## src/dinit_pkg.sv

```systemverilog
// Package of shared constants and types for the DDR2 init pair.
package dinit_pkg;

    // ****************************************************************
    // Timing
    // ****************************************************************
    localparam int CLK_PERIOD_NS   = 8;
    localparam int T_POWERUP_US    = 200;
    localparam int T_POWERUP_CYC   =
        (T_POWERUP_US * 1000 + CLK_PERIOD_NS - 1) / CLK_PERIOD_NS;
    localparam int T_CKE_NS        = 400;
    localparam int T_CKE_CYC       =
        (T_CKE_NS + CLK_PERIOD_NS - 1) / CLK_PERIOD_NS;
    localparam int T_OCD_CLK       = 200;
    localparam int T_MRD_CYC       = 2;
    localparam int T_RP_CYC        = 4;
    localparam int T_RFC_CYC       = 26;
    localparam int N_REFRESH       = 2;

    // ****************************************************************
    // Commands, encoded as {cs_n, ras_n, cas_n, we_n}
    // ****************************************************************
    localparam logic [3:0] CMD_NOP  = 4'h7;
    localparam logic [3:0] CMD_DESL = 4'h8;
    localparam logic [3:0] CMD_PRE  = 4'h2;
    localparam logic [3:0] CMD_REF  = 4'h1;
    localparam logic [3:0] CMD_MRS  = 4'h0;

    // ****************************************************************
    // Mode register fields and register select
    // ****************************************************************
    localparam int MR_BL_LSB = 0;
    localparam int MR_BT_BIT = 3;
    localparam int MR_CL_LSB = 4;
    localparam int MR_TM_BIT = 7;
    localparam int MR_DLL_BIT = 8;
    localparam int MR_WR_LSB = 9;
    localparam int PRE_ALL_BIT = 10;
    localparam logic [2:0] BA_MR   = 3'h0;
    localparam logic [2:0] BA_EMR1 = 3'h1;
    localparam logic [2:0] BA_EMR2 = 3'h2;
    localparam logic [2:0] BA_EMR3 = 3'h3;
    localparam logic [14:0] OCD_DEFAULT = 15'h0380;
    localparam logic [14:0] OCD_MASK    = 15'h0380;

    // ****************************************************************
    // Controller APB register map
    // ****************************************************************
    localparam logic [7:0] REG_CTRL   = 8'h00;
    localparam logic [7:0] REG_MR     = 8'h04;
    localparam logic [7:0] REG_EMR1   = 8'h08;
    localparam logic [7:0] REG_EMR2   = 8'h0C;
    localparam logic [7:0] REG_EMR3   = 8'h10;
    localparam logic [7:0] REG_STATUS = 8'h14;
    localparam logic [14:0] MR_RESET  = 15'h0432;

    typedef enum logic [2:0] {
        DINIT_BL4 = 3'h2,
        DINIT_BL8 = 3'h3
    } dinit_burst_t;

endpackage : dinit_pkg

```

## src/dinit_if.sv

```systemverilog
// Interface carrying the DDR2 command, address and control pins.
`timescale 1ns/1ns
interface dinit_if;
    logic        cke;
    logic        odt;
    logic        cs_n;
    logic        ras_n;
    logic        cas_n;
    logic        we_n;
    logic [2:0]  ba;
    logic [14:0] addr;

    modport ctrl (output cke, odt, cs_n, ras_n, cas_n, we_n, ba, addr);
    modport dram (input  cke, odt, cs_n, ras_n, cas_n, we_n, ba, addr);
endinterface : dinit_if

```

## src/dinit_ctrl.sv

```systemverilog
// Controller end: APB registers and the DDR2 power-up command sequencer.
//
// Chosen here: the register offsets and the APB interface to the registers.
`timescale 1ns/1ns
// How it works
// Hold CKE and ODT low at power-up.
// Wait 200 us, then NOP and raise CKE.
// NOP 400 ns, then precharge all.
// Write extended registers 2 then 3.
// Enable DLL, then mode write with DLL reset.
// Precharge all, then two or more refreshes.
// Mode write with A8 low.
// OCD default then exit, 200 clocks after reset.
// Device decodes BA0 and BA1 on mode writes.
// Program all four mode registers.
// Each mode write carries the full register.
// Mode writes leave array contents untouched.
// Mode register undefined until programmed.
// Mode write: all strobes and banks low.
// Mode writes only precharged with CKE high.
// Wait mode set cycle time after each.
// Burst length, ordering and latency field layout.
// Test bit low, A8 DLL reset, write recovery.
// Only whole-cycle read latencies.
// Write recovery is rounded-up cycle count.
// Ordering bit: zero sequential, one interleaved.
// Only NOP between steps, after spacing.
module dinit_ctrl
    import dinit_pkg::*;
#(
    parameter int POWERUP_CYC = T_POWERUP_CYC,
    parameter int REFRESHES   = N_REFRESH
) (
    input  wire logic        pclk,     // System clock, 125 MHz.
    input  wire logic        presetn,  // Async reset, active low.
    input  wire logic        psel,     // APB select.
    input  wire logic        penable,  // APB access phase.
    input  wire logic        pwrite,   // APB write.
    input  wire logic [7:0]  paddr,    // APB byte address.
    input  wire logic [31:0] pwdata,   // APB write data.
    output logic [31:0]      prdata,   // APB read data.
    output logic             pready,   // APB ready.
    output logic             pslverr,  // APB error.
    dinit_if.ctrl            mem       // DDR2 command pins.
);

    // The refresh count is held in 4 bits, the OCD wait in 8 bits and every other wait in 16 bits.
    if (REFRESHES < 2 || REFRESHES > 15 || POWERUP_CYC < 1
        || POWERUP_CYC > 65536) begin : g_bad_param
        $error("REFRESHES or POWERUP_CYC out of range");
    end

    typedef enum {
        S_IDLE, S_PWR, S_CKE, S_PRE1, S_EMR2, S_EMR3, S_DLLEN, S_DLLRST,
        S_PRE2, S_REF, S_MR, S_OCDWAIT, S_OCDDEF, S_OCDEXIT, S_DONE
    } dinit_state_t;

    // ****************************************************************
    // APB register file
    // ****************************************************************
    logic [14:0]  mr_r, emr1_r, emr2_r, emr3_r;
    logic         start_r;
    dinit_state_t st_r, st_nxt;
    logic         busy, done;

    wire acc      = psel && penable;
    wire wr       = acc && pwrite;
    wire hit_ctrl = paddr == REG_CTRL;
    wire hit_mr   = paddr == REG_MR;
    wire hit_e1   = paddr == REG_EMR1;
    wire hit_e2   = paddr == REG_EMR2;
    wire hit_e3   = paddr == REG_EMR3;
    wire hit_st   = paddr == REG_STATUS;
    wire mapped   = hit_ctrl | hit_mr | hit_e1 | hit_e2 | hit_e3 | hit_st;

    // Zero-wait slave; unmapped addresses answer with an error.
    assign pready  = 1'b1;
    assign pslverr = acc && !mapped;

    // Settings are locked while a sequence runs to keep each write whole.
    always_ff @(posedge pclk or negedge presetn) begin
        if (!presetn) begin
            mr_r    <= MR_RESET;
            emr1_r  <= 15'h0000;
            emr2_r  <= 15'h0000;
            emr3_r  <= 15'h0000;
            start_r <= 1'b0;
        end else begin
            start_r <= wr && hit_ctrl && pwdata[0] && !busy;
            if (wr && !busy && hit_mr) mr_r   <= pwdata[14:0];
            if (wr && !busy && hit_e1) emr1_r <= pwdata[14:0];
            if (wr && !busy && hit_e2) emr2_r <= pwdata[14:0];
            if (wr && !busy && hit_e3) emr3_r <= pwdata[14:0];
        end
    end

    // Read data is registered so it is valid at the access edge.
    always_ff @(posedge pclk or negedge presetn) begin
        if (!presetn) begin
            prdata <= 32'h0000_0000;
        end else if (psel && !penable) begin
            prdata <= hit_mr ? {17'h0, mr_r}
                    : hit_e1 ? {17'h0, emr1_r}
                    : hit_e2 ? {17'h0, emr2_r}
                    : hit_e3 ? {17'h0, emr3_r}
                    : hit_st ? {30'h0, done, busy}
                    : 32'h0000_0000;
        end
    end

    // ****************************************************************
    // Sequencer
    // ****************************************************************
    logic [15:0] wait_r;
    logic [7:0]  ocd_r;
    logic [3:0]  ref_r;
    logic        cke_r;
    logic [3:0]  cmd_r;
    logic [2:0]  ba_r;
    logic [14:0] addr_r;

    assign busy = (st_r != S_IDLE) && (st_r != S_DONE);
    assign done = st_r == S_DONE;
    wire   wait_done = wait_r == 16'h0000;

    function automatic logic [15:0] cyc(input int n);
        cyc = 16'(n - 1);
    endfunction : cyc

    // Next state waits out each command's spacing before moving on.
    always_comb begin
        st_nxt = st_r;
        case (st_r)
            S_IDLE:    if (start_r) st_nxt = S_PWR;
            S_PWR:     if (wait_done) st_nxt = S_CKE;
            S_CKE:     if (wait_done) st_nxt = S_PRE1;
            S_PRE1:    if (wait_done) st_nxt = S_EMR2;
            S_EMR2:    if (wait_done) st_nxt = S_EMR3;
            S_EMR3:    if (wait_done) st_nxt = S_DLLEN;
            S_DLLEN:   if (wait_done) st_nxt = S_DLLRST;
            S_DLLRST:  if (wait_done) st_nxt = S_PRE2;
            S_PRE2:    if (wait_done) st_nxt = S_REF;
            S_REF:     if (wait_done && ref_r == 4'h1) st_nxt = S_MR;
            S_MR:      if (wait_done) st_nxt = S_OCDWAIT;
            S_OCDWAIT: if (ocd_r == 8'h00) st_nxt = S_OCDDEF;
            S_OCDDEF:  if (wait_done) st_nxt = S_OCDEXIT;
            S_OCDEXIT: if (wait_done) st_nxt = S_DONE;
            S_DONE:    if (start_r) st_nxt = S_PRE1;
            default:   st_nxt = S_IDLE;
        endcase
    end

    // Command for the first cycle of each state and of each repeated refresh; NOP otherwise.
    logic [3:0]  c_cmd;
    logic [2:0]  c_ba;
    logic [14:0] c_addr;
    logic [15:0] c_wait;
    always_comb begin
        c_cmd  = CMD_NOP;
        c_ba   = BA_MR;
        c_addr = 15'h0000;
        c_wait = cyc(T_MRD_CYC);
        case (st_nxt)
            S_PWR:    c_wait = cyc(POWERUP_CYC);
            S_CKE:    c_wait = cyc(T_CKE_CYC);
            S_PRE1, S_PRE2: begin
                c_cmd = CMD_PRE;
                c_addr[PRE_ALL_BIT] = 1'b1;
                c_wait = cyc(T_RP_CYC);
            end
            S_EMR2:   begin
                c_cmd  = CMD_MRS;
                c_ba   = BA_EMR2;
                c_addr = emr2_r;
            end
            S_EMR3:   begin
                c_cmd  = CMD_MRS;
                c_ba   = BA_EMR3;
                c_addr = emr3_r;
            end
            S_DLLEN:  begin
                c_cmd = CMD_MRS;
                c_ba  = BA_EMR1;
                c_addr = emr1_r & ~OCD_MASK & ~15'h0001;      // DLL on.
            end
            S_DLLRST: begin
                c_cmd = CMD_MRS;
                c_addr = mr_r;
                c_addr[MR_TM_BIT] = 1'b0;
                c_addr[MR_DLL_BIT] = 1'b1;
            end
            S_REF:    begin
                c_cmd  = CMD_REF;
                c_wait = cyc(T_RFC_CYC);
            end
            S_MR:     begin
                c_cmd = CMD_MRS;
                c_addr = mr_r;
                c_addr[MR_TM_BIT] = 1'b0;
                c_addr[MR_DLL_BIT] = 1'b0;
            end
            S_OCDDEF: begin
                c_cmd = CMD_MRS;
                c_ba  = BA_EMR1;
                c_addr = emr1_r | OCD_DEFAULT;
            end
            S_OCDEXIT: begin
                c_cmd = CMD_MRS;
                c_ba  = BA_EMR1;
                c_addr = emr1_r & ~OCD_MASK;
            end
            default:  c_wait = 16'h0000;
        endcase
    end

    wire enter = st_nxt != st_r || (st_r == S_REF && wait_done);

    // CKE stays low until the power-up wait ends; ODT is never driven high.
    always_ff @(posedge pclk or negedge presetn) begin
        if (!presetn) begin
            st_r   <= S_IDLE;
            wait_r <= 16'h0000;
            ocd_r  <= 8'h00;
            ref_r  <= 4'h0;
            cke_r  <= 1'b0;
            cmd_r  <= CMD_NOP;
            ba_r   <= 3'h0;
            addr_r <= 15'h0000;
        end else begin
            st_r <= st_nxt;
            if (st_r == S_PWR && wait_done) cke_r <= 1'b1;
            if (st_nxt == S_DLLRST && st_r != S_DLLRST)
                ocd_r <= 8'(T_OCD_CLK - 1);
            else if (ocd_r != 8'h00)
                ocd_r <= ocd_r - 8'h01;
            if (st_nxt == S_REF && st_r != S_REF)
                ref_r <= 4'(REFRESHES);
            else if (st_r == S_REF && wait_done)
                ref_r <= ref_r - 4'h1;
            cmd_r  <= enter ? c_cmd : CMD_NOP;
            ba_r   <= enter ? c_ba : 3'h0;
            addr_r <= enter ? c_addr : 15'h0000;
            if (enter) wait_r <= c_wait;
            else if (!wait_done) wait_r <= wait_r - 16'h0001;
        end
    end

    // ****************************************************************
    // Pin drive
    // ****************************************************************
    assign mem.cke   = cke_r;
    assign mem.odt   = 1'b0;
    assign mem.cs_n  = cmd_r[3];
    assign mem.ras_n = cmd_r[2];
    assign mem.cas_n = cmd_r[1];
    assign mem.we_n  = cmd_r[0];
    assign mem.ba    = ba_r;
    assign mem.addr  = addr_r;

endmodule : dinit_ctrl

```

## src/flat_wrapper.sv

```systemverilog
// flat-port wrapper written by rule: the top's interface ports become plain ports
module dinit_ctrl_flat import dinit_pkg::*;
#(
    parameter int POWERUP_CYC = T_POWERUP_CYC,
    parameter int REFRESHES   = N_REFRESH
)
  (pclk, presetn, psel, penable, pwrite, paddr, pwdata, prdata, pready, pslverr, mem_cke, mem_odt, mem_cs_n, mem_ras_n, mem_cas_n, mem_we_n, mem_ba, mem_addr);
  dinit_if mem_i ();
  input  wire logic pclk;
  input  wire logic presetn;
  input  wire logic psel;
  input  wire logic penable;
  input  wire logic pwrite;
  input  wire logic [7:0] paddr;
  input  wire logic [31:0] pwdata;
  output logic [31:0] prdata;
  output logic pready;
  output logic pslverr;
  output wire logic [$bits(mem_i.cke)-1:0] mem_cke;
  output wire logic [$bits(mem_i.odt)-1:0] mem_odt;
  output wire logic [$bits(mem_i.cs_n)-1:0] mem_cs_n;
  output wire logic [$bits(mem_i.ras_n)-1:0] mem_ras_n;
  output wire logic [$bits(mem_i.cas_n)-1:0] mem_cas_n;
  output wire logic [$bits(mem_i.we_n)-1:0] mem_we_n;
  output wire logic [$bits(mem_i.ba)-1:0] mem_ba;
  output wire logic [$bits(mem_i.addr)-1:0] mem_addr;
  assign mem_cke = mem_i.cke;
  assign mem_odt = mem_i.odt;
  assign mem_cs_n = mem_i.cs_n;
  assign mem_ras_n = mem_i.ras_n;
  assign mem_cas_n = mem_i.cas_n;
  assign mem_we_n = mem_i.we_n;
  assign mem_ba = mem_i.ba;
  assign mem_addr = mem_i.addr;
  dinit_ctrl #(.POWERUP_CYC(POWERUP_CYC), .REFRESHES(REFRESHES)) u_core (.pclk(pclk), .presetn(presetn), .psel(psel), .penable(penable), .pwrite(pwrite), .paddr(paddr), .pwdata(pwdata), .prdata(prdata), .pready(pready), .pslverr(pslverr), .mem(mem_i));
endmodule
```

## config.mk

```make
export PLATFORM = sky130hd
export DESIGN_NAME = dinit_ctrl_flat
export DESIGN_NICKNAME = d
export VERILOG_FILES = /design/src/dinit_pkg.sv /design/src/dinit_if.sv /design/src/dinit_ctrl.sv /design/src/flat_wrapper.sv
export SDC_FILE = /design/constraint.sdc
export NUM_CORES = 1
export LEC_CHECK = 0
export BUFFER_PORTS_ARGS = -buffer_cell sky130_fd_sc_hd__buf_2
export CAP_MARGIN = 20
export CORE_ASPECT_RATIO = 1.4
export CORE_UTILIZATION = 40
export CTS_CLUSTER_DIAMETER = 60
export CTS_CLUSTER_SIZE = 16
export DETAILED_ROUTE_END_ITERATION = 6
export HOLD_SLACK_MARGIN = 0.08
export SKIP_CTS_REPAIR_TIMING = 1
export SYNTH_ARGS = -nofsm -noshare
export SYNTH_HDL_FRONTEND = slang
export SYNTH_SLANG_ARGS = --single-unit
```

## constraint.sdc

```tcl
create_clock -name pclk -period 4.4 [get_ports pclk]
set_clock_uncertainty 0.2 [all_clocks]
set_input_delay 0 -clock pclk [delete_from_list [all_inputs] [get_ports pclk]]
set_output_delay 0 -clock pclk [all_outputs]
set_load 0.02 [all_outputs]
```

======== After elaboration in Yosys (flattened, before gate mapping) ========
Index checks and enable logic that the tools add are counted.
word-level totals
  register bits ........................... 176
  output and inout bits ................... 58
cells by class
  add/sub/neg operators ................... 3
  muxes and demuxes ....................... 36
  equal/unequal tests ..................... 42
  bitwise operators ....................... 5
  reductions and logical operators ........ 34
operator list
  cell                                                                      number
  32-bit 2-to-1 mux                                                         19
  32-bit case mux with 15 select lines                                      1
  32-bit by 4-bit == test with 1-bit output, second input constant          13
  32-bit by 3-bit == test with 1-bit output, second input constant          8
  32-bit by 2-bit == test with 1-bit output, second input constant          5
  32-bit by 5-bit == test with 1-bit output, second input constant          3
  15-bit case mux with 5 select lines                                       1
  10-bit case mux with 7 select lines                                       1
  32-bit by 1-bit == test with 1-bit output, second input constant          2
  32-bit by 5-bit inequality test with 1-bit output, second input constant  2
  32-bit zero test                                                          1
  16-bit 2-to-1 mux                                                         2
  32-bit inequality test                                                    1
  32-bit by 4-bit inequality test with 1-bit output, second input constant  1
  32-bit nonzero test                                                       1
  1-bit logical AND                                                         18
  8-bit by 4-bit == test with 1-bit output, second input constant           2
  8-bit by 5-bit == test with 1-bit output, second input constant           2
  16-bit zero test                                                          1
  8-bit zero test                                                           2
  8-bit 2-to-1 mux                                                          2
  4-bit case mux with 4 select lines                                        1
  16-bit by 1-bit subtractor with 16-bit output, second input constant      1
  15-bit 2-to-1 mux                                                         1
  19 further kinds                                                          29

======== Depth between registers and ports, before layout ========
Gate-level depths: netlist (run 1).
  depth after elaboration ................. 8
  depth in mapped cells ................... 13

======== Worst setup path before layout (run 1) ========
Ideal clock, no wire load.
  path kind ............................... register to register
  from .................................... register u_core.wait_r[0]
  to ...................................... register u_core.addr_r[2], in the netlist u_core.mem.addr[2]
  stages on the path, launching flop included .. 12
  required time ........................... 4123 ps
  path slack .............................. 1338 ps
  arrival ................................. 2785 ps
  library setup time ...................... 77 ps
  path buffers ............................ 1
  path through ............................ dfrtp_1 > inv_1 > ha_1 > nor3b_2 > nand4_2 > o31a_1 > o31a_1 > o41a_4 > mux2i_4 > buf_6 > a32oi_1 > a21oi_1
between the ends
  word-level cells in the longest chain between the ends .. 7
RTL lines
  item                                                                            line                                  text
  start: declaration                                                              dinit_ctrl.sv:114                     logic [15:0] wait_r;
  start signal: assignment                                                        dinit_ctrl.sv:243                     if (enter) wait_r <= c_wait;
  start signal: assignment                                                        dinit_ctrl.sv:244                     else if (!wait_done) wait_r <= wait_r - 16'h0001;
  16-bit zero test (*)                                                            dinit_ctrl.sv:124                     wire wait_done = wait_r == 16'h0000;
  1-bit logical AND                                                               dinit_ctrl.sv:143                     S_REF: if (wait_done && ref_r == 4'h1) st_nxt = S_MR;
  32-bit 2-to-1 mux                                                               dinit_ctrl.sv:143
  32-bit case mux with 15 select lines                                            dinit_ctrl.sv:133                     case (st_r)
  32-bit by 4-bit == test with 1-bit output, or another cell as far along         dinit_ctrl.sv:163                     case (st_nxt)
  10-bit case mux with 7 select lines / 1-bit logical OR (equally long branches)  dinit_ctrl.sv:163, dinit_ctrl.sv:216
  15-bit 2-to-1 mux (*)                                                           dinit_ctrl.sv:242                     addr_r <= enter ? c_addr : 15'h0000;
  end signal: assignment                                                          dinit_ctrl.sv:242
  end: declaration                                                                dinit_ctrl.sv:120                     logic [14:0] addr_r;
Every way passes the cells marked *; elsewhere a longest branch is shown, timed or not.
A chain may end at the register's enable or synchronous reset.

======== Worst setup path in the final report (run 1) ========
  from .................................... register u_core.wait_r[0]
  to ...................................... register u_core.addr_r[2], in the netlist u_core.mem.addr[2]
between the ends
  word-level cells in the longest chain between the ends .. 7
RTL lines
  item                                                                            line                                  text
  16-bit zero test (*)                                                            dinit_ctrl.sv:124
  1-bit logical AND                                                               dinit_ctrl.sv:143
  32-bit 2-to-1 mux                                                               dinit_ctrl.sv:143
  32-bit case mux with 15 select lines (*)                                        dinit_ctrl.sv:133
  via u_core.st_nxt[2]                                                            dinit_ctrl.sv:63                      dinit_state_t st_r, st_nxt;
  32-bit by 4-bit == test with 1-bit output, or another cell as far along         dinit_ctrl.sv:163
  10-bit case mux with 7 select lines / 1-bit logical OR (equally long branches)  dinit_ctrl.sv:163, dinit_ctrl.sv:216
  15-bit 2-to-1 mux (*)                                                           dinit_ctrl.sv:242
The timed path passes the listed nets; every way through them passes the cells marked *.

==> impl_metrics.py, run 1 <==
metrics = {
    "cts": {
        "cts-htree-levels": 4,
        "cts-buffers-inserted": 17,
        "clk_pin_slew_ps": 70,
        "clock_path_buffers": 2,
        "clk_latency_ps": 430,
        "cts_tree": "yes",
        "cts.sinks": 157,
        "cts_root_buf": "clkbuf_16",
    },
    "sta": {
        "slew_headroom_pct": 42.2,
        "worstMarginPinSlew_ps": 865,
        "whs_ps": 136,
        "rsz0062_at_grt": "false",
        "final.min_clock_period_ps": 3850,
        "fmax_mhz": 259,
        "fin_ws_ps": 546,
        "finalSetupTns_ps": 0,
        "setup_violations": 0,
        "hold_violations": 0,
        "slew_viol_final": 0,
        "period_share_pct": 87.6,
    },
    "critical_path": {
        "cp.arrival_ps": 3990,
        "critPathMaxFanout": 16,
        "cp-start-kind": "flip-flop",
        "critPathRequiredTime_ps": 4540,
        "path_class": "flip-flop to flip-flop",
        "cp-end-kind": "flip-flop",
    },
    "die": {
        "start_util_pct": 41.0,
        "die_height_um": 165,
        "die_area_mm2": 0.0196,
        "ios": 103,
        "core_mm2": 0.0186,
        "rows": 59,
        "die_w_um": 119,
    },
    "flow_run": {
        "maxCapViolCount": 0,
    },
    "run_status": {
        "outcome": "complete, no violations",
    },
    "drt": {
        "viasPerCell": 5.29,
        "wl_per_cell_um": 16.5,
        "first_pass_iters": 5,
        "ant_nets": 0,
        "vias": 5778,
        "drc": 0,
        "drt_iter0_drc": 269,
        "totalWireLength_mm": 18.1,
    },
    "grt": {
        "grt_max_degree": 91,
        "gr-usage-all-layers_pct": 19.5,
        "grt_pass1_wl_mm": 29.6,
        "grt_pass1_vias": 5597,
        "met3_usage_pct": 3.57,
        "gr-total-overflow": 0,
        "antenna_found_initial": 0,
        "use_met1_pct": 24.1,
        "top_usage_layer": "met2",
        "use_met2_pct": 33.7,
    },
    "finish": {
        "num-nets-final": 884,
        "fin_cells": 1092,
        "fill_cells": 1744,
        "final_cell_mix": "dfrtp_1, nand2_1, buf_2, mux2_2, nor2_1",
        "area_growth_pct": 19.9,
        "layout_commonest_cell": "dfrtp_1",
        "drive_gt1_share_pct": 23.8,
        "diodes": 0,
    },
    "synthesis": {
        "synth_cell_types": 67,
        "synth_top_area_share_pct": 49.2,
        "synth-seq-area-share_pct": 51.6,
        "avgSynthCellArea_um2": 10.5,
        "synth-seq-cells": 157,
        "synth-edff-count": 0,
        "yosys.area.top_type": "dfrtp_1",
        "ys.warnings.count": 0,
        "synth_cells": 725,
        "synth_area_mm2": 0.00762,
        "synth.top_cells.by_area": "dfrtp_1, mux2_2, nand2_1",
        "synth_flop_cell": "dfrtp_1",
        "ys_async_sr_fraction_pct": 100,
    },
    "min_path": {
        "hold_class": "input pin to flip-flop",
    },
    "power_and_ir_drop": {
        "ir_drop_v": 0.000228,
        "p_total_w": 0.00311,
        "leakagePower_nw": 4.31,
        "cellPowerDensity_mw_per_mm2": 341,
    },
    "placement": {
        "place_hpwl_mm": 12.0,
        "dp.cells": 1035,
        "dp_slack_ps": 612,
        "port_buffers": 64,
        "place_congestion": 0.909,
    },
}
==> power by group <==
group	internal, W	total [W]	switching, W	leakage [nW]
combinational	0.0000356	0.000116	0.0000803	1.91
sequential	0.00146	0.00146	0.00000487	2.10
clock	0.000922	0.00153	0.000612	0.299
==> cells in the mapped netlist, drive strengths merged, types with 11 or more instances <==
master    n
a22oi    13
nor3     21
mux2i    13
buf      31
nand3    27
dfrtp   150
a21oi    44
nand2    64
a32oi    12
xor2     11
o211ai   14
o21ai    48
nor2     56
inv      13
a211o    12
clkbuf   32
mux2     60
nor4     12
==> final timing paths <==
kind | startpoint | to | slack [ps] | cells past startpoint
min in group asynchronous | presetn | u_core.wait_r[10] | 470 | 4
worst max-delay path | u_core.wait_r[0] | u_core.mem.addr[2] | 550 | 11
max in group asynchronous | presetn | u_core.mr_r[1] | 3060 | 4
worst max register to register | u_core.wait_r[0] | u_core.mem.addr[2] | 550 | 11
worst min-delay path | pwrite | u_core.emr2_r[2] | 140 | 4
worst min register to register | u_core.prdata[9] | u_core.prdata[9] | 280 | 2
==> critical path, stage by stage (launching register included) <==
cell,delay [ps]
dfrtp_1,420
inv_1,70
ha_1,170
nor3b_2,300
nand4_2,270
or4_1,530
a21oi_1,400
o21ai_2,290
inv_2,130
nand2_1,400
a211o_1,380
a21oi_1,180
==> per-layer routing <==
layer,share of wire [%],vias to the layer above
li1,-,2795
met4,2.1,0
met1,43,2805
met2,51,150
met3,3.7,28
met5,0,-
==> per-stage QoR <==
step	area, µm²	util, %
3_5_place_dp	8250	44.4
3_3_place_gp	8250	44.4
2_1_floorplan	7800	-
5_1_grt	9140	49.1
6_report	9140	49.1
4_1_cts	8870	47.7
==> kinds of logic (layout without fill, tap and decap cells) <==
family	count (synthesis)	count (layout)	synth area share, %
other cells	2	49	0.0985
xor+xnor	18	18	2.07
buf+inv	76	152	5.09
mux	73	73	10.7
fa+ha+maj	4	4	0.657
flops	157	157	51.6
simple gates	219	219	14.2
compound gates	176	176	15.5
==> area by class of cell <==
class	instances	area (µm²)	share of cell area [%]
timing repair buffer	107	743	8.13
multi-input combinational	539	3490	38.2
clock buffer	19	443	4.84
sequential	157	3940	43.1
inverter	13	48.8	0.534
tap	244	305	3.34
clock inverter	13	176	1.93
==> state kept, by name, indices dropped and copies added (netlist names) <==
| register | cells |
|---|---|
| u_core.wait_r | 16 |
| u_core.cmd_r | 3 |
| u_core.mr_r | 15 |
| u_core.mem.addr | 15 |
| u_core.st_r | 32 |
| u_core.ref_r | 4 |
| u_core.mem.cke | 1 |
| u_core.mem.ba | 2 |
| u_core.emr1_r | 15 |
| u_core.start_r | 1 |
| u_core.prdata | 15 |
| u_core.emr3_r | 15 |
| u_core.ocd_r | 8 |
| u_core.emr2_r | 15 |
Power figures use the tool's default switching activity.
==> run 2: changes to the inputs <==
--- a/config.mk
+++ b/config.mk
@@ -5,7 +5,7 @@
 export SDC_FILE = /design/constraint.sdc
 export NUM_CORES = 1
 export LEC_CHECK = 0
-export BUFFER_PORTS_ARGS = -buffer_cell sky130_fd_sc_hd__buf_2
+export BUFFER_PORTS_ARGS = -buffer_cell sky130_fd_sc_hd__clkbuf_2
 export CAP_MARGIN = 20
 export CORE_ASPECT_RATIO = 1.4
 export CORE_UTILIZATION = 40
@@ -13,6 +13,7 @@
 export CTS_CLUSTER_SIZE = 16
 export DETAILED_ROUTE_END_ITERATION = 6
 export HOLD_SLACK_MARGIN = 0.08
+export PLACE_DENSITY = 0.66
 export SKIP_CTS_REPAIR_TIMING = 1
 export SYNTH_ARGS = -nofsm -noshare
 export SYNTH_HDL_FRONTEND = slang
==> impl_metrics.py, run 2 (synthesis gave the netlist of run 1 again) <==
metrics = {
    "sta": {
        "final.min_clock_period_ps": 3770,
        "period_share_pct": 85.8,
        "slew_headroom_pct": 34.0,
        "worstMarginPinSlew_ps": 990,
        "rsz0062_at_grt": "false",
        "whs_ps": 65.6,
        "slew_viol_final": 0,
        "finalSetupTns_ps": 0,
        "hold_violations": 0,
        "setup_violations": 0,
        "fmax_mhz": 265,
    },
    "cts": {
        "cts_tree": "yes",
        "cts.sinks": 157,
        "clk_pin_slew_ps": 60,
        "cts-buffers-inserted": 17,
        "clock_path_buffers": 2,
        "clk_latency_ps": 430,
        "cts-htree-levels": 4,
        "cts_root_buf": "clkbuf_16",
    },
    "critical_path": {
        "cp_cell_sequence": "inv_1 -> ha_1 -> nor3b_2 -> nand4_2 -> or4_1 -> a21oi_1 -> o21ai_2 -> inv_2 -> nand2_1 -> o21bai_1 -> a21oi_1",
        "cpPeakStageDelay_ps": 530,
        "critPathRequiredTime_ps": 4530,
        "cp_top_family": "simple AND/OR/NAND/NOR gates",
        "critPathMaxFanout": 16,
        "cp.arrival_ps": 3900,
        "cp_common_cell": "a21oi_1",
        "path_buf_inv": 2,
        "reg2reg_slack_ps": 630,
        "slowest_stage": "or4_1",
        "path_class": "flip-flop to flip-flop",
        "cp-start-kind": "flip-flop",
        "cp-end-kind": "flip-flop",
    },
    "drt": {
        "viasPerCell": 5.39,
        "ant_nets": 0,
        "drc": 0,
        "vias": 5890,
        "wl_per_cell_um": 16.6,
        "drt_iter0_drc": 263,
        "first_pass_iters": 5,
        "totalWireLength_mm": 18.1,
    },
    "die": {
        "die_w_um": 119,
        "start_util_pct": 41.0,
        "rows": 59,
        "die_area_mm2": 0.0196,
        "ios": 103,
        "core_mm2": 0.0186,
        "die_height_um": 165,
    },
    "finish": {
        "diodes": 0,
        "largestRegisters": "u_core.st_r: 32 flops, u_core.wait_r: 16 flops",
        "final_area_mm2": 0.00908,
        "drive_gt1_share_pct": 24.1,
        "largest_reg_flops": 32,
        "fill_cells": 1723,
        "regMostFlops": "u_core.st_r",
        "layout_commonest_cell": "dfrtp_1",
        "area_growth_pct": 19.1,
        "num-nets-final": 884,
        "final_cell_mix": "dfrtp_1, nand2_1, clkbuf_2, mux2_2, nor2_1",
    },
    "grt": {
        "gr-total-overflow": 0,
        "grt_max_degree": 109,
        "grt_pass1_wl_mm": 29.4,
        "grt_pass1_vias": 5744,
        "gr-usage-all-layers_pct": 19.2,
        "antenna_found_initial": 0,
    },
    "placement": {
        "placed_cell_area_mm2": 0.00826,
        "place_congestion": 0.858,
        "port_buffers": 64,
        "place_hpwl_mm": 12.0,
    },
    "power_and_ir_drop": {
        "leakagePower_nw": 4.26,
        "cellPowerDensity_mw_per_mm2": 331,
        "ir_drop_v": 0.000241,
        "p_total_w": 0.00300,
    },
    "min_path": {
        "hold_class": "input pin to async pin",
    },
    "run_status": {
        "outcome": "complete, no violations",
    },
    "flow_run": {
        "maxCapViolCount": 0,
    },
}
run 2: cell type report:
type,count,area [µm²],area share [%]
clock inverters,14,135,1.49
flip-flops and latches,157,3940,43.4
repair buffers,107,724,7.98
multi-input cells,539,3490,38.4
inverters,13,48.8,0.537
clock buffers,18,439,4.84
well taps,244,305,3.36
run 2: final timing paths:
| path | from | to | depth (start not counted) |
|---|---|---|---|
| min | presetn | u_core.wait_r[6] | 2 |
| max in group asynchronous | presetn | u_core.mr_r[1] | 3 |
| min in group pclk | pwrite | u_core.emr1_r[0] | 5 |
| max | u_core.wait_r[0] | u_core.mem.addr[9] | 11 |
| max reg2reg | u_core.wait_r[0] | u_core.mem.addr[9] | 11 |
| min reg2reg | u_core.prdata[12] | u_core.prdata[12] | 2 |
run 2: per-layer routing:
metal / share of wire [%] / track usage, %
met4: 2.4 / 8.23
met3: 3.7 / 3.50
met2: 53 / 35.3
met1: 41 / 21.8
met5: 0 / 0
run 2: worst reg2reg max path, cell delays in order, from the launching register on:
cell and delay [ps]:
dfrtp_1 410, inv_1 80, ha_1 160, nor3b_2 290, nand4_2 260, or4_1 530, a21oi_1 380, o21ai_2 290
inv_2 140, nand2_1 390, o21bai_1 310, a21oi_1 230
run 2: per-stage QoR:
stage                     cells  setup slack [ps]  util (%)
final                      1092               626      48.8
after global routing       1092               352      48.8
after CTS                  1069               651      47.5
after detailed placement   1037               679      44.4
after global placement     1037               729      44.4
after floorplan             772              1340         -
run 2: power breakdown:
part,leakage (nW),internal (W),switching (W)
Combinational,1.88,0.0000330,0.0000804
Sequential,2.10,0.00146,0.00000511
Clock,0.276,0.000805,0.000621
Total,4.26,0.00230,0.000707
==> run 3: changes to the inputs <==
--- a/config.mk
+++ b/config.mk
@@ -8,7 +8,9 @@
 export BUFFER_PORTS_ARGS = -buffer_cell sky130_fd_sc_hd__clkbuf_2
 export CAP_MARGIN = 20
 export CORE_ASPECT_RATIO = 1.4
+export CORE_MARGIN = 10
 export CORE_UTILIZATION = 40
+export CTS_BUF_LIST = sky130_fd_sc_hd__clkbuf_16
 export CTS_CLUSTER_DIAMETER = 60
 export CTS_CLUSTER_SIZE = 16
 export DETAILED_ROUTE_END_ITERATION = 6
==> impl_metrics.py, run 3 (synthesis gave the netlist of run 1 again) <==
metrics = {
    "run_status": {
        "outcome": "complete, no violations",
    },
    "grt": {
        "met3_usage_pct": 3.06,
        "gr-total-overflow": 0,
        "gr-usage-all-layers_pct": 14.6,
        "grt_max_degree": 113,
        "grt_pass1_vias": 5784,
        "use_met1_pct": 16.7,
        "use_met2_pct": 25.7,
        "top_usage_layer": "met2",
        "antenna_found_initial": 0,
        "grt_pass1_wl_mm": 29.5,
    },
    "critical_path": {
        "r2r-end": "u_core.mem.addr[13]",
        "cp-start-kind": "flip-flop",
        "cp.arrival_ps": 3870,
        "reg2reg_slack_ps": 620,
        "path_class": "flip-flop to flip-flop",
        "critPathRequiredTime_ps": 4490,
        "cp-end-kind": "flip-flop",
        "critPathMaxFanout": 9,
        "ff2ff_path_depth": 11,
        "reg2reg_from": "u_core.wait_r[0]",
    },
    "sta": {
        "worstMarginPinSlew_ps": 1020,
        "whs_ps": 37.2,
        "finalSetupTns_ps": 0,
        "hold_violations": 0,
        "final.min_clock_period_ps": 3780,
        "slew_viol_final": 0,
        "rsz0062_at_grt": "false",
        "fin_ws_ps": 617,
        "slew_headroom_pct": 32.2,
        "period_share_pct": 86.0,
        "fmax_mhz": 264,
        "setup_violations": 0,
    },
    "finish": {
        "num-nets-final": 882,
        "largestRegisters": "u_core.st_r: 32 flops, u_core.wait_r: 16 flops",
        "layout_commonest_cell": "dfrtp_1",
        "final_cell_mix": "dfrtp_1, nand2_1, clkbuf_2, mux2_2, nor2_1",
        "diodes": 0,
        "area_growth_pct": 18.6,
        "drive_gt1_share_pct": 23.6,
        "final_area_mm2": 0.00904,
        "largest_reg_flops": 32,
        "regMostFlops": "u_core.st_r",
        "fill_cells": 1749,
        "fin_cells": 1090,
    },
    "placement": {
        "dp.cells": 1035,
        "place_congestion": 0.835,
        "placed_cell_area_mm2": 0.00824,
        "dp_slack_ps": 679,
        "port_buffers": 64,
        "place_hpwl_mm": 12.5,
    },
    "power_and_ir_drop": {
        "leakagePower_nw": 4.24,
        "ir_drop_v": 0.000343,
        "cellPowerDensity_mw_per_mm2": 328,
    },
    "die": {
        "ios": 103,
        "rows": 59,
        "start_util_pct": 40.8,
        "core_mm2": 0.0187,
        "die_w_um": 137,
        "die_height_um": 183,
        "die_area_mm2": 0.0251,
    },
    "cts": {
        "cts.sinks": 157,
        "clk_pin_slew_ps": 70,
        "clk_latency_ps": 420,
        "cts_root_buf": "clkbuf_16",
        "cts_tree": "yes",
        "cts-buffers-inserted": 17,
        "cts-htree-levels": 4,
        "clock_path_buffers": 2,
    },
    "drt": {
        "ant_nets": 0,
        "wl_per_cell_um": 16.8,
        "drc": 0,
        "viasPerCell": 5.36,
        "totalWireLength_mm": 18.3,
        "drt_iter0_drc": 303,
        "first_pass_iters": 5,
        "vias": 5840,
    },
    "flow_run": {
        "maxCapViolCount": 0,
    },
    "min_path": {
        "hold_class": "input pin to async pin",
    },
}
## run 3: metal layers
metal  wire [µm]  vias up
met4         468        0
li1            -     2790
met3         821       26
met2        9490      151
met1        7560     2873
met5           0        -
## run 3: power breakdown
group | internal (W) | switching [W] | leakage (nW)
logic | 0.0000312 | 0.0000799 | 1.86
clock network | 0.000787 | 0.000603 | 0.272
registers | 0.00146 | 0.00000499 | 2.10
total | 0.00228 | 0.000687 | 4.24
## run 3: area by class of cell
cell class	count	area, µm²	area share, %
Tap cell	244	305	3.38
Multi-Input combinational cell	539	3490	38.6
Clock inverter	15	138	1.52
Timing Repair Buffer	105	697	7.71
Sequential cell	157	3940	43.6
Clock buffer	17	425	4.71
Inverter	13	48.8	0.540
## run 3: stage by stage
stage,total power (W),utilization (%)
2_1_floorplan,0.00154,-
3_3_place_gp,0.00159,44.1
3_5_place_dp,0.00159,44.1
4_1_cts,0.00298,47.1
5_1_grt,0.00308,48.4
6_report,0.00297,48.4
## run 3: how the worst max path moves through the flow
stage	start	to	slack [ps]	depth (start not counted)
finish	u_core.wait_r[0]	u_core.mem.addr[13]	620	11
global route	u_core.wait_r[0]	u_core.mem.addr[13]	360	11
CTS	u_core.wait_r[0]	u_core.mem.addr[13]	640	11
detailed placement	u_core.wait_r[0]	u_core.mem.addr[13]	680	11
global placement	u_core.wait_r[0]	u_core.mem.addr[12]	710	11
floorplan	u_core.wait_r[0]	u_core.mem.addr[2]	1340	11
## run 3: critical path, cell delays in order (launching register included)
cell     delay, ps
dfrtp_1        410
inv_1           70
ha_1           160
nor3b_2        310
nand4_2        270
or4_1          530
a21oi_1        380
o41a_4         230
nor2_1          50
o21ai_1        670
buf_4          300
a21oi_1         60
